<file path="src/verilog/hbp_pkg.sv">
package hbp_pkg;

    localparam int CLK_PERIOD_NS = 10;

    localparam int ADDR_W = 7;
    localparam int DATA_W = 16;
    localparam int WSEL_W = 2;
    localparam int CNT_W  = 8;

    localparam logic [CNT_W-1:0] CNT_MAX  = 8'hFF;
    localparam logic [CNT_W-1:0] CNT_ONE  = 8'h01;
    localparam logic [CNT_W-1:0] CNT_ZERO = 8'h00;

    // Host timing figures
    localparam int T_CYCLE_NS = 165;
    localparam int T_CSL_NS   = 32;
    localparam int T_CSH_NS   = 13;
    localparam int T_CSDV_NS  = 30;
    localparam int T_ADV_NS   = 40;
    localparam int T_ACYC_NS  = 165;
    localparam int T_DOFF_NS  = 7;

    // Least times round up, longest round down, never under one cycle
    localparam int CYCLE_CYC = (T_CYCLE_NS + CLK_PERIOD_NS - 1) / CLK_PERIOD_NS;
    localparam int CSL_CYC   = (T_CSL_NS + CLK_PERIOD_NS - 1) / CLK_PERIOD_NS;
    localparam int CSH_CYC   = (T_CSH_NS + CLK_PERIOD_NS - 1) / CLK_PERIOD_NS;
    localparam int ACYC_CYC  = (T_ACYC_NS + CLK_PERIOD_NS - 1) / CLK_PERIOD_NS;
    localparam int CSDV_CYC  = (T_CSDV_NS / CLK_PERIOD_NS < 1) ? 1 :
                               T_CSDV_NS / CLK_PERIOD_NS;
    localparam int ADV_CYC   = (T_ADV_NS / CLK_PERIOD_NS < 1) ? 1 :
                               T_ADV_NS / CLK_PERIOD_NS;
    localparam int DOFF_CYC  = (T_DOFF_NS / CLK_PERIOD_NS < 1) ? 1 :
                               T_DOFF_NS / CLK_PERIOD_NS;

    // Sampling is one cycle coarse, so a check allows one sample of slack
    localparam logic [CNT_W-1:0] CYCLE_LIM = CNT_W'(CYCLE_CYC - 1);
    localparam logic [CNT_W-1:0] CSL_LIM   = CNT_W'(CSL_CYC - 1);
    localparam logic [CNT_W-1:0] CSH_LIM   = CNT_W'(CSH_CYC - 1);
    localparam logic [CNT_W-1:0] ACYC_LIM  = CNT_W'(ACYC_CYC - 1);

    localparam logic [CNT_W-1:0] BURST_MAX = 8'h10;

    // Synchroniser bundle layout
    localparam int SY_CS   = 0;
    localparam int SY_RD   = 1;
    localparam int SY_WR   = 2;
    localparam int SY_FSEL = 3;
    localparam int SY_ADDR = 4;
    localparam int SY_DATA = SY_ADDR + ADDR_W;
    localparam int SY_W    = SY_DATA + DATA_W;

    localparam logic [SY_W-1:0] SY_RST = {{(SY_W-3){1'b0}}, 3'h7};

endpackage

</file>
<file path="src/verilog/hbp_sync.sv">
`timescale 1ns/1ns
module hbp_sync #(
    parameter int           W       = 1,
    parameter logic [W-1:0] RST_VAL = '0
) (
    input  wire logic         i_clk,
    input  wire logic         i_rst_b,
    input  wire logic [W-1:0] i_async,
    output logic      [W-1:0] o_sync
);

    logic [W-1:0] meta_ff;
    logic [W-1:0] sync_ff;

    always_ff @(posedge i_clk or negedge i_rst_b) begin
        if (!i_rst_b) begin
            meta_ff <= RST_VAL;
            sync_ff <= RST_VAL;
        end else begin
            meta_ff <= i_async;
            sync_ff <= meta_ff;
        end
    end

    assign o_sync = sync_ff;

endmodule

</file>
<file path="src/verilog/hbp_acc_track.sv">
`timescale 1ns/1ns
module hbp_acc_track (
    input  wire logic                      i_clk,
    input  wire logic                      i_rst_b,
    input  wire logic                      i_act,
    input  wire logic [hbp_pkg::ADDR_W-1:0] i_addr,
    output logic                           o_start,
    output logic                           o_end,
    output logic                           o_addr_chg
);

    logic                       act_ff;
    logic [hbp_pkg::ADDR_W-1:0] addr_ff;

    always_ff @(posedge i_clk or negedge i_rst_b) begin
        if (!i_rst_b) begin
            act_ff  <= 1'b0;
            addr_ff <= '0;
        end else begin
            act_ff  <= i_act;
            addr_ff <= i_addr;
        end
    end

    // both low starts, either high ends
    assign o_start    = i_act & ~act_ff;
    assign o_end      = ~i_act & act_ff;
    // new address inside one strobe is a new access
    assign o_addr_chg = i_act & act_ff & (i_addr != addr_ff);

endmodule

</file>
<file path="src/verilog/hbp_host_port.sv">
`timescale 1ns/1ns
module hbp_host_port (
    input  wire logic                       i_core_clk,
    input  wire logic                       i_rst_b,
    input  wire logic                       i_host_select_n,
    input  wire logic                       i_host_read_strobe_n,
    input  wire logic                       i_host_write_strobe_n,
    input  wire logic                       i_fifo_sel,
    input  wire logic [hbp_pkg::ADDR_W-1:0] i_addr,
    input  wire logic [hbp_pkg::DATA_W-1:0] i_data,
    output logic      [hbp_pkg::DATA_W-1:0] o_data,
    output logic                            o_data_oe,
    output logic      [hbp_pkg::ADDR_W-1:0] o_reg_addr,
    output logic                            o_reg_rd,
    output logic                            o_cnt_latch,
    input  wire logic [hbp_pkg::DATA_W-1:0] i_reg_rdata,
    output logic      [hbp_pkg::WSEL_W-1:0] o_rxf_word_sel,
    output logic                            o_rxf_pop,
    input  wire logic [hbp_pkg::DATA_W-1:0] i_rxf_rdata,
    output logic                            o_reg_wr,
    output logic      [hbp_pkg::ADDR_W-1:0] o_reg_wr_addr,
    output logic      [hbp_pkg::DATA_W-1:0] o_reg_wdata,
    output logic                            o_wr_fifo_sel,
    output logic                            o_burst_over,
    output logic                            o_timing_err
);

    logic                       rst_meta_ff;
    logic                       rst_sync_ff;
    wire                        rst_b;

    logic [hbp_pkg::SY_W-1:0]   pins_s;
    wire                        cs_s;
    wire                        rd_s;
    wire                        wr_s;
    wire                        fsel_s;
    wire  [hbp_pkg::ADDR_W-1:0] addr_s;
    wire  [hbp_pkg::DATA_W-1:0] data_s;

    wire                        act_r;
    wire                        act_w;
    wire                        act_any;
    logic                       rd_start;
    logic                       rd_end;
    logic                       rd_chg;
    logic                       wr_start;
    logic                       wr_end;
    wire                        any_start;
    wire                        any_end;
    wire                        acc_done;
    wire                        load_now;
    wire                        load_fsel;

    logic [hbp_pkg::DATA_W-1:0] data_ff;
    logic                       oe_ff;
    logic                       cur_fsel_ff;
    logic                       reload_ff;
    logic [hbp_pkg::CNT_W-1:0]  bcnt_ff;
    logic                       over_ff;

    logic [hbp_pkg::CNT_W-1:0]  low_cnt_ff;
    logic [hbp_pkg::CNT_W-1:0]  high_cnt_ff;
    logic [hbp_pkg::CNT_W-1:0]  since_ff;
    logic [hbp_pkg::CNT_W-1:0]  acyc_ff;
    logic                       seen_ff;
    logic                       err_ff;
    wire                        err_low;
    wire                        err_gap;
    wire                        err_acyc;

    logic [hbp_pkg::DATA_W-1:0] wdata_ff;
    logic [hbp_pkg::ADDR_W-1:0] waddr_ff;
    logic                       wfsel_ff;

    function automatic logic [hbp_pkg::DATA_W-1:0] pick_data(
        input logic                       fsel,
        input logic [hbp_pkg::DATA_W-1:0] rx,
        input logic [hbp_pkg::DATA_W-1:0] rg
    );
        pick_data = fsel ? rx : rg;
    endfunction

    function automatic logic [hbp_pkg::CNT_W-1:0] sat_inc(
        input logic [hbp_pkg::CNT_W-1:0] c
    );
        sat_inc = (c == hbp_pkg::CNT_MAX) ? c : c + hbp_pkg::CNT_ONE;
    endfunction

    // Reset release through two flops
    always_ff @(posedge i_core_clk or negedge i_rst_b) begin
        if (!i_rst_b) begin
            rst_meta_ff <= 1'b0;
            rst_sync_ff <= 1'b0;
        end else begin
            rst_meta_ff <= 1'b1;
            rst_sync_ff <= rst_meta_ff;
        end
    end

    assign rst_b = rst_sync_ff;

    // Strobes, address and data share one synchroniser so they stay aligned
    hbp_sync #(
        .W       (hbp_pkg::SY_W),
        .RST_VAL (hbp_pkg::SY_RST)
    ) u_sync (
        .i_clk   (i_core_clk),
        .i_rst_b (rst_b),
        .i_async ({i_data, i_addr, i_fifo_sel, i_host_write_strobe_n,
                   i_host_read_strobe_n, i_host_select_n}),
        .o_sync  (pins_s)
    );

    assign cs_s   = pins_s[hbp_pkg::SY_CS];
    assign rd_s   = pins_s[hbp_pkg::SY_RD];
    assign wr_s   = pins_s[hbp_pkg::SY_WR];
    assign fsel_s = pins_s[hbp_pkg::SY_FSEL];
    assign addr_s = pins_s[hbp_pkg::SY_DATA-1:hbp_pkg::SY_ADDR];
    assign data_s = pins_s[hbp_pkg::SY_W-1:hbp_pkg::SY_DATA];

    // read is select and read strobe low
    assign act_r   = ~cs_s & ~rd_s;
    // write is select and write strobe low; a read wins an overlap
    assign act_w   = ~cs_s & ~wr_s & ~act_r;
    assign act_any = act_r | act_w;

    hbp_acc_track u_rd_track (
        .i_clk      (i_core_clk),
        .i_rst_b    (rst_b),
        .i_act      (act_r),
        .i_addr     (addr_s),
        .o_start    (rd_start),
        .o_end      (rd_end),
        .o_addr_chg (rd_chg)
    );

    hbp_acc_track u_wr_track (
        .i_clk      (i_core_clk),
        .i_rst_b    (rst_b),
        .i_act      (act_w),
        .i_addr     (addr_s),
        .o_start    (wr_start),
        .o_end      (wr_end),
        .o_addr_chg ()
    );

    assign any_start = rd_start | wr_start;
    assign any_end   = rd_end | wr_end;

    // each address step inside a burst closes one access
    assign acc_done  = rd_end | rd_chg;
    // Loads on read start, or one cycle after a step so a pop settles first
    assign load_now  = rd_start | reload_ff;
    assign load_fsel = rd_start ? fsel_s : cur_fsel_ff;

    // full address still drives the core, the two low address bits pick one of four FIFO words
    assign o_reg_addr     = addr_s;
    assign o_rxf_word_sel = addr_s[hbp_pkg::WSEL_W-1:0];
    assign o_reg_rd       = load_now & ~load_fsel;
    assign o_cnt_latch    = rd_start & ~fsel_s;
    // one pop per finished FIFO access
    assign o_rxf_pop      = acc_done & cur_fsel_ff;

    // data captured from the start edge, bus driven while the read lasts
    always_ff @(posedge i_core_clk or negedge rst_b) begin
        if (!rst_b) begin
            data_ff <= 16'h0000;
            oe_ff   <= 1'b0;
        end else begin
            if (load_now) begin
                data_ff <= pick_data(load_fsel, i_rxf_rdata, i_reg_rdata);
            end
            if (rd_start) begin
                oe_ff <= 1'b1;
            end else if (rd_end) begin
                oe_ff <= 1'b0;
            end
        end
    end

    assign o_data    = data_ff;
    assign o_data_oe = oe_ff;

    // FIFO select of each access kept until that access closes
    always_ff @(posedge i_core_clk or negedge rst_b) begin
        if (!rst_b) begin
            cur_fsel_ff <= 1'b0;
            reload_ff   <= 1'b0;
        end else begin
            if (rd_start | rd_chg) begin
                cur_fsel_ff <= fsel_s;
            end
            // new burst address answered within the address window
            reload_ff <= rd_chg;
        end
    end

    // burst length watched; FIFO bursts never counted against it
    always_ff @(posedge i_core_clk or negedge rst_b) begin
        if (!rst_b) begin
            bcnt_ff <= hbp_pkg::CNT_ZERO;
            over_ff <= 1'b0;
        end else if (rd_start) begin
            bcnt_ff <= hbp_pkg::CNT_ONE;
            over_ff <= 1'b0;
        end else if (rd_chg) begin
            bcnt_ff <= sat_inc(bcnt_ff);
            if (~fsel_s && bcnt_ff >= hbp_pkg::BURST_MAX) begin
                over_ff <= 1'b1;
            end
        end
    end

    assign o_burst_over = over_ff;

    // Host timing watch, only a diagnostic: accesses are served regardless
    always_ff @(posedge i_core_clk or negedge rst_b) begin
        if (!rst_b) begin
            low_cnt_ff  <= hbp_pkg::CNT_ZERO;
            high_cnt_ff <= hbp_pkg::CNT_ZERO;
            since_ff    <= hbp_pkg::CNT_ZERO;
            acyc_ff     <= hbp_pkg::CNT_ZERO;
            seen_ff     <= 1'b0;
        end else begin
            if (any_start) begin
                low_cnt_ff <= hbp_pkg::CNT_ONE;
                since_ff   <= hbp_pkg::CNT_ONE;
                seen_ff    <= 1'b1;
            end else begin
                since_ff <= sat_inc(since_ff);
                if (act_any) begin
                    low_cnt_ff <= sat_inc(low_cnt_ff);
                end
            end
            if (act_any) begin
                high_cnt_ff <= hbp_pkg::CNT_ZERO;
            end else begin
                high_cnt_ff <= sat_inc(high_cnt_ff);
            end
            if (rd_start | rd_chg) begin
                acyc_ff <= hbp_pkg::CNT_ONE;
            end else begin
                acyc_ff <= sat_inc(acyc_ff);
            end
        end
    end

    // short joint assertion; same for writes
    assign err_low  = any_end & (low_cnt_ff < hbp_pkg::CSL_LIM);
    // short idle or short cycle; likewise between bursts
    assign err_gap  = any_start & seen_ff &
                      ((high_cnt_ff < hbp_pkg::CSH_LIM) |
                       (since_ff < hbp_pkg::CYCLE_LIM));
    assign err_acyc = rd_chg & (acyc_ff < hbp_pkg::ACYC_LIM);

    always_ff @(posedge i_core_clk or negedge rst_b) begin
        if (!rst_b) begin
            err_ff <= 1'b0;
        end else begin
            err_ff <= err_low | err_gap | err_acyc;
        end
    end

    assign o_timing_err = err_ff;

    // write data sampled while strobes low, committed when released
    always_ff @(posedge i_core_clk or negedge rst_b) begin
        if (!rst_b) begin
            wdata_ff <= 16'h0000;
            waddr_ff <= '0;
            wfsel_ff <= 1'b0;
        end else if (act_w) begin
            wdata_ff <= data_s;
            waddr_ff <= addr_s;
            wfsel_ff <= fsel_s;
        end
    end

    // Last sample before release is used, since data hold may be zero
    assign o_reg_wr      = wr_end;
    assign o_reg_wr_addr = waddr_ff;
    assign o_reg_wdata   = wdata_ff;
    assign o_wr_fifo_sel = wfsel_ff;

endmodule

</file>
<file path="config.mk">
export PLATFORM = sky130hd
export DESIGN_NAME = hbp_host_port
export DESIGN_NICKNAME = d
export VERILOG_FILES = /design/src/verilog/hbp_pkg.sv /design/src/verilog/hbp_sync.sv /design/src/verilog/hbp_acc_track.sv /design/src/verilog/hbp_host_port.sv
export SDC_FILE = /design/constraint.sdc
export NUM_CORES = 1
export LEC_CHECK = 0
export ABC_AREA = 1
export BUFFER_PORTS_ARGS = -buffer_cell sky130_fd_sc_hd__buf_2
export CAP_MARGIN = 20
export CORE_MARGIN = 5
export CORE_UTILIZATION = 59
export DETAILED_ROUTE_END_ITERATION = 6
export HOLD_SLACK_MARGIN = 0.12
export PLACE_DENSITY = 0.88
export SLEW_MARGIN = 20
export SYNTH_ARGS = -nofsm -noshare
export SYNTH_HDL_FRONTEND = slang
export SYNTH_SLANG_ARGS = --single-unit
</file>
<file path="constraint.sdc">
create_clock -name i_core_clk -period 11.55 [get_ports i_core_clk]
set_input_delay 1.155 -clock i_core_clk [delete_from_list [all_inputs] [get_ports i_core_clk]]
set_output_delay 1.155 -clock i_core_clk [all_outputs]
set_load 0.1 [all_outputs]
</file>
==> results of run 1 <==
kinds of logic after synthesis:
kind of cell	after synthesis	share of synthesized area (%)
simple gates	289	20.3
flops	151	62.8
buf+inv	75	5.91
compound gates	66	6.26
xor+xnor	18	2.61
fa+ha+maj	10	2.07
other cells	1	0.0622
report_power, final:
group / internal [uW] / switching, uW / total (uW)
logic: 78.2 / 321 / 399
registers: 591 / 44.7 / 636
clock network: 292 / 226 / 518
critical path: cells and delay by family (launching register included):
family	cells	cell delay (ns)
AO/OA/AOI/OAI	1	0.43
adder cells (fa/ha/maj)	1	0.51
buffers and inverters	3	0.75
flip-flops	1	0.37
AND/OR/NAND/NOR	2	0.39
path summary, 6_finish.rpt:
check | start | end | slack [ns] | depth (start not counted)
min in group i_core_clk | u_sync.meta_ff[18] | u_sync.o_sync[18] | 0.34 | 0
max reg2reg | u_sync.o_sync[0] | o_data[0] | 9.23 | 6
min | rst_b | u_sync.meta_ff[20] | 0.30 | 0
max in group asynchronous | rst_b | u_sync.meta_ff[6] | 10.14 | 1
max | u_sync.o_sync[0] | o_reg_rd | 7.40 | 7
min reg2reg | rst_b | u_sync.meta_ff[20] | 0.30 | 0
area by class of cell:
class                           instances  share of cell area (%)
Clock inverter                         14                    1.95
Sequential cell                       151                    52.4
Inverter                               52                    2.80
Clock buffer                           18                    5.78
Multi-Input combinational cell        384                    26.1
Timing Repair Buffer                  119                    8.61
Tap cell                              136                    2.35
flip-flops by register name, summed over array words and instances (netlist names), 16 cells and up:
signal and count:
o_reg_wdata 16, o_data 16, u_sync.o_sync 27, u_sync.meta_ff 27
layer usage:
layer / vias up / GRT usage, % / routed length (um)
li1: 2166 / - / -
met1: 2158 / 24.8 / 4900
met2: 193 / 35.5 / 6510
met3: 19 / 7.10 / 881
met4: 0 / 8.27 / 199
met5: - / 0 / 0
cell usage after synthesis (7+ instances only):
cell       n
a21oi_1   18
xor2_1    13
ha_1      10
nand3_1   34
inv_1     47
nor2_1    55
buf_4     10
nand2_1  172
dfrtp_1  145
nor3_1     9
o21ai_0   18
o21ai_1    7
a31oi_1   17
stage by stage:
stage,instance area [sq um],worst slack [ns],total power [uW],hold WS [ns]
3_3_place_gp,6650,8.12,1030,0.331
4_1_cts,7210,7.42,1560,0.347
2_1_floorplan,6030,7.04,967,0.331
6_report,7240,7.40,1550,0.296
5_1_grt,7240,7.22,1620,0.346
3_5_place_dp,6650,8.00,1040,0.335
==> metrics.txt, run 1 <==
outcome completed; fmax 241 MHz; largest net degree at the start of global routing 89; die span in x 111 um; via count 4536; # diodes 0; HPWL Detailed 8490 um; Worst-path clk slew 0.07 ns; Post-synth ARST share 100%; initial core utilization 59.5%; Seq. cell area 0.00379 sq mm; Final Hold Fails 0; GRT Util Overall 21.0%; CTS tree done; RePlAce Congestion 0.857; Inst Count DP 841; postcts setup bufs 0; initial antenna violation count 0; Mapped Area 0.00603 sq mm; sequential area share after synthesis 62.8%; Post-Syn Nets 681; Max clock buf depth 2; Ports 117; post-cts resize count 0; commonest non-fill, non-tap cell in the layout nand2_1; worst path arrival time 2.99 ns; commonest non-fill, non-tap cells in the layout nand2_1 (172), dfrtp_1 (144), buf_2 (116), nor2_1 (55), inv_1 (47); area occupied by multi-input gates 0.00189 sq mm; CORE AREA 0.0101 sq mm; I/O Buffers 116; drt via density 5.19; area fraction of the dominant cell type after synthesis 60.1%; final net count 796; P_leak 0.00368 uW; CTS Root Cell clkbuf_8; CP Max Fanout 17; site row count 37; Starting DRT DRC Count 436; WL final 12500 um; Critical Path RT 10.40 ns; vias in the first global route 4685; Num CTS Buffers 17; H-tree Lvls 4; wire per inst 14.3 um; fill count 695; post-synth top area cell dfrtp_1; global-route wire length before repair 21200 um; gr ovfl total 0; Post-Syn Area per Cell 9.89 sq um; Period Utilization, post-route 35.9%; P&R area growth vs syn 19.9%; Distinct cells, synth 38; Routed Antenna Nets 0; clk sinks 151; post-layout minimum cycle time 4.15 ns; die area 0.0123 sq mm; Max Slew Vio Count 0; top cells by area, synth dfrtp_1 (60%), nand2_1 (11%), nor2_1 (3.4%), inv_1 (2.9%), nand3_1 (2.8%); TritonRoute pass-1 iters 6; Die Ht 111 um; MaxCap Viol Count 0; number of synthesized flops with an enable pin 0; Post-CTS Hold Buffers 0; Final Skew 0.0111 ns; CP most frequent cell nor2_1; Synth Warn # 0; DRC 0; pwr dens 215 mW/mm^2; fin cells 874; RSZ-0062 raised after global routing false; fin util 71.4%; worst slew pin tran 0.836 ns; peak supply drop 151 uV; #FFs+latches synth 151; worst hold path type register to asynchronous set/reset pin; worst path cell trace nor2_1 -> ha_1 -> inv_6 -> o21ai_4 -> inv_4 -> nor2_1 -> buf_2; Finish-stage setup viols 0; share of layout cells above drive strength 1 24.3%; Slew Limit Headroom 44.2%; Setup crit end kind output port; crit path kind register to output port; Post-Synthesis Cells 610; setup_tns 0 ns; Critical Path Source Type register; top_reg_cell synth dfrtp_1; clock latency at the later pin of the worst-skew pair 0.53 ns; slowest CP cell ha_1; critical path's largest stage delay 0.51 ns
Power figures use the tool's default switching activity.
==> run 2, diff against run 1 <==
Settings changed: ABC_AREA 1 to 0, CORE_UTILIZATION 59 to 49, PLACE_DENSITY 0.88 to 0.79.
Clock period 11.55 ns to 3.59 ns, I/O delays scaled along.
==> run 2 against run 1 <==
- count of clock-buffer cells in the layout increased by 2
- utilization fell by 7.4 points
- via count decreased by 16%
- cell count is 15% lower
- sequential power grew to 3.2 times the previous value
- clock skew is 0.0038 ns lower
- setup slack got worse by 6.8 ns
- power grew to 3.3 times the previous value
==> metrics.txt, run 2 <==
final net count 660 (-17%); count leader, synth dfrtp_1; RePlAce Congestion 0.788 (-8.1%); Num CTS Buffers 17 (unchanged); outcome completed; pwr dens 693 mW/mm^2 (+220%); gr ovfl total 0 (unchanged); P&R area growth vs syn 26.9%; P_leak 0.00352 uW (-4.3%); Setup crit end kind output port; worst path arrival time 2.66 ns (-0.33 ns); clock group share of total power 34.0% (+0.7 points); Pwr Total 5120 uW (+230%); die area 0.0142 sq mm (+15%); via count 3826 (-16%); DRC 0 (unchanged); die span in x 119 um (+7.2%); worst slew pin tran 0.941 ns (+0.105 ns); fill count 837 (+20%); Post-Syn Area per Cell 13.0 sq um (+32%); Mapped Area 0.00583 sq mm (-3.4%); CORE AREA 0.0116 sq mm (+14%); Final Skew 0.00735 ns (-0.00377 ns); initial core utilization 50.4% (-9.1 points); fmax 331 MHz; area fraction of the dominant cell type after synthesis 62.2% (+2.1 points); Distinct cells, synth 49 (+29%); Die Ht 119 um (+7.2%); Period Utilization, post-route 84.1%; CTS Root Cell clkbuf_16; post-cts resize count 0 (unchanged); Reg power frac 39.9% (-1.0 points); CP Max Fanout 33 (+16); Critical Path Source Type register; global-route wire length before repair 20000 um (-5.7%); number of synthesized flops with an enable pin 0 (unchanged); top_reg_cell synth dfrtp_1; largest net degree at the start of global routing 90 (+1.1%); WL final 11600 um (-7.3%); Post-Synthesis Cells 447 (-27%); worst reg-to-reg setup slack 1.29 ns (-7.94 ns); # diodes 0 (unchanged); CTS tree done; H-tree Lvls 4 (unchanged); Max Slew Vio Count 0 (unchanged); peak supply drop 614 uV (+310%); Worst-path clk slew 0.06 ns (about the same); clk sinks 151 (unchanged); clock latency at the later pin of the worst-skew pair 0.42 ns (-0.11 ns); commonest non-fill, non-tap cell in the layout dfrtp_1; commonest non-fill, non-tap cells in the layout dfrtp_1 (144), buf_2 (115), nor2_1 (46), mux2_2 (28), dlygate4sd3_1 (28); postcts setup bufs 0 (unchanged); post-synth top area cell dfrtp_1; Sw Pwr 1870 uW (+220%); Starting DRT DRC Count 191 (-56%); setup slack after layout 0.572 ns (-6.83 ns); Finish-stage setup viols 0 (unchanged); worst slack at placement 0.982 ns (-7.02 ns); Gate power share 26.1% (+0.4 points); HPWL Detailed 7290 um (-14%); share of layout cells above drive strength 1 31.7% (+7.5 points); setup_tns 0 ns (unchanged); wire per inst 15.5 um (+8.8%); crit path kind register to output port; top cells by area, synth dfrtp_1 (62%), mux2_2 (5.4%), mux2i_1 (3.6%), nor2_1 (3.0%), dfstp_2 (2.7%); vias in the first global route 4077 (-13%); site row count 39 (+5.4%); I/O Buffers 116 (unchanged); Post-Syn Nets 518 (-24%); post-layout minimum cycle time 3.02 ns; Slew Limit Headroom 37.3% (-6.9 points); RSZ-0062 raised after global routing false; Critical Path RT 3.23 ns (-7.17 ns); TritonRoute pass-1 iters 4 (-2); Sw Ratio 36.5% (-1.7 points); MaxCap Viol Count 0 (unchanged); worst hold path type input pin to asynchronous set/reset pin; Final Hold Fails 0 (unchanged); Post-synth ARST share 100% (unchanged); Post-CTS Hold Buffers 28 (+28); Routed Antenna Nets 0 (unchanged); Ports 117 (unchanged); Max clock buf depth 2 (unchanged); GRT Util Overall 17.8% (-3.2 points); Synth Warn # 0 (unchanged); initial antenna violation count 0 (unchanged); drt via density 5.14 (-1.0%); internal power 3260 uW (+240%); top cells by count, synth dfrtp_1 (145), nor2_1 (46), mux2_2 (28); #FFs+latches synth 151 (unchanged); sequential area share after synthesis 64.9% (+2.2 points)
## run 2: worst paths after layout
path	start	to	cells past startpoint
worst max-delay path	u_sync.o_sync[0]	o_reg_rd	5
worst min-delay path	i_rst_b	rst_meta_ff	2
worst max register to register	u_sync.o_sync[0]	o_data[7]	6
worst min register to register	rst_b	o_reg_wdata[0]	0
max in group asynchronous	rst_b	u_sync.o_sync[1]	1
min in group i_core_clk	i_rxf_rdata[2]	o_data[2]	3
## run 2: layer usage
metal	up-vias	part of all wire (%)	track usage [%]
met2	131	47	28.5
met4	0	1.0	5.00
li1	1848	-	-
met5	-	0	0
met1	1834	43	21.8
met3	13	9.3	8.39
## run 2: cell families (layout without fill, tap and decap cells)
group / Yosys count / count (layout) / share of synthesized area [%]
AO/OA/AOI/OAI: 54 / 54 / 5.77
XOR/XNOR: 19 / 19 / 2.85
adder cells (fa/ha/maj): 10 / 10 / 2.15
buffers and inverters: 34 / 189 / 3.15
flip-flops: 151 / 151 / 64.9
multiplexers: 51 / 51 / 9.51
other: 1 / 1 / 0.0643
AND/OR/NAND/NOR: 127 / 127 / 11.6
## run 2: power groups by stage
stage	Sequential, uW	Clock [uW]	Combinational [uW]
after floorplan	2750	0	376
after global placement	2060	0	1270
after detailed placement	2080	0	1300
after CTS	2050	1780	1330
after global routing	2080	1870	1420
final	2040	1740	1340
## run 2: stage by stage
step	util [%]	cells	hold slack [ns]	instance area [sq um]
finish	64.0	745	0.252	7400
global route	64.0	745	0.242	7400
CTS	63.7	744	0.231	7370
detailed placement	56.2	684	0.148	6500
global placement	56.2	684	0.143	6500
floorplan	-	447	0.0634	5830
## run 2: final cells by class
class | instances | area [sq um] | area share (%)
clock buffer | 20 | 447 | 6.04
clock inverter | 12 | 144 | 1.95
inverter | 9 | 33.8 | 0.457
multi-input combinational | 262 | 1870 | 25.2
sequential | 151 | 3790 | 51.2
tap | 143 | 179 | 2.42
timing repair buffer | 148 | 938 | 12.7
## run 2: critical path, cell delays in order, from the launching register on
cell     delay, ns
dfstp_2       0.38
nor2_1        0.23
ha_1          0.63
or2_2         0.56
and2_1        0.25
buf_12        0.18
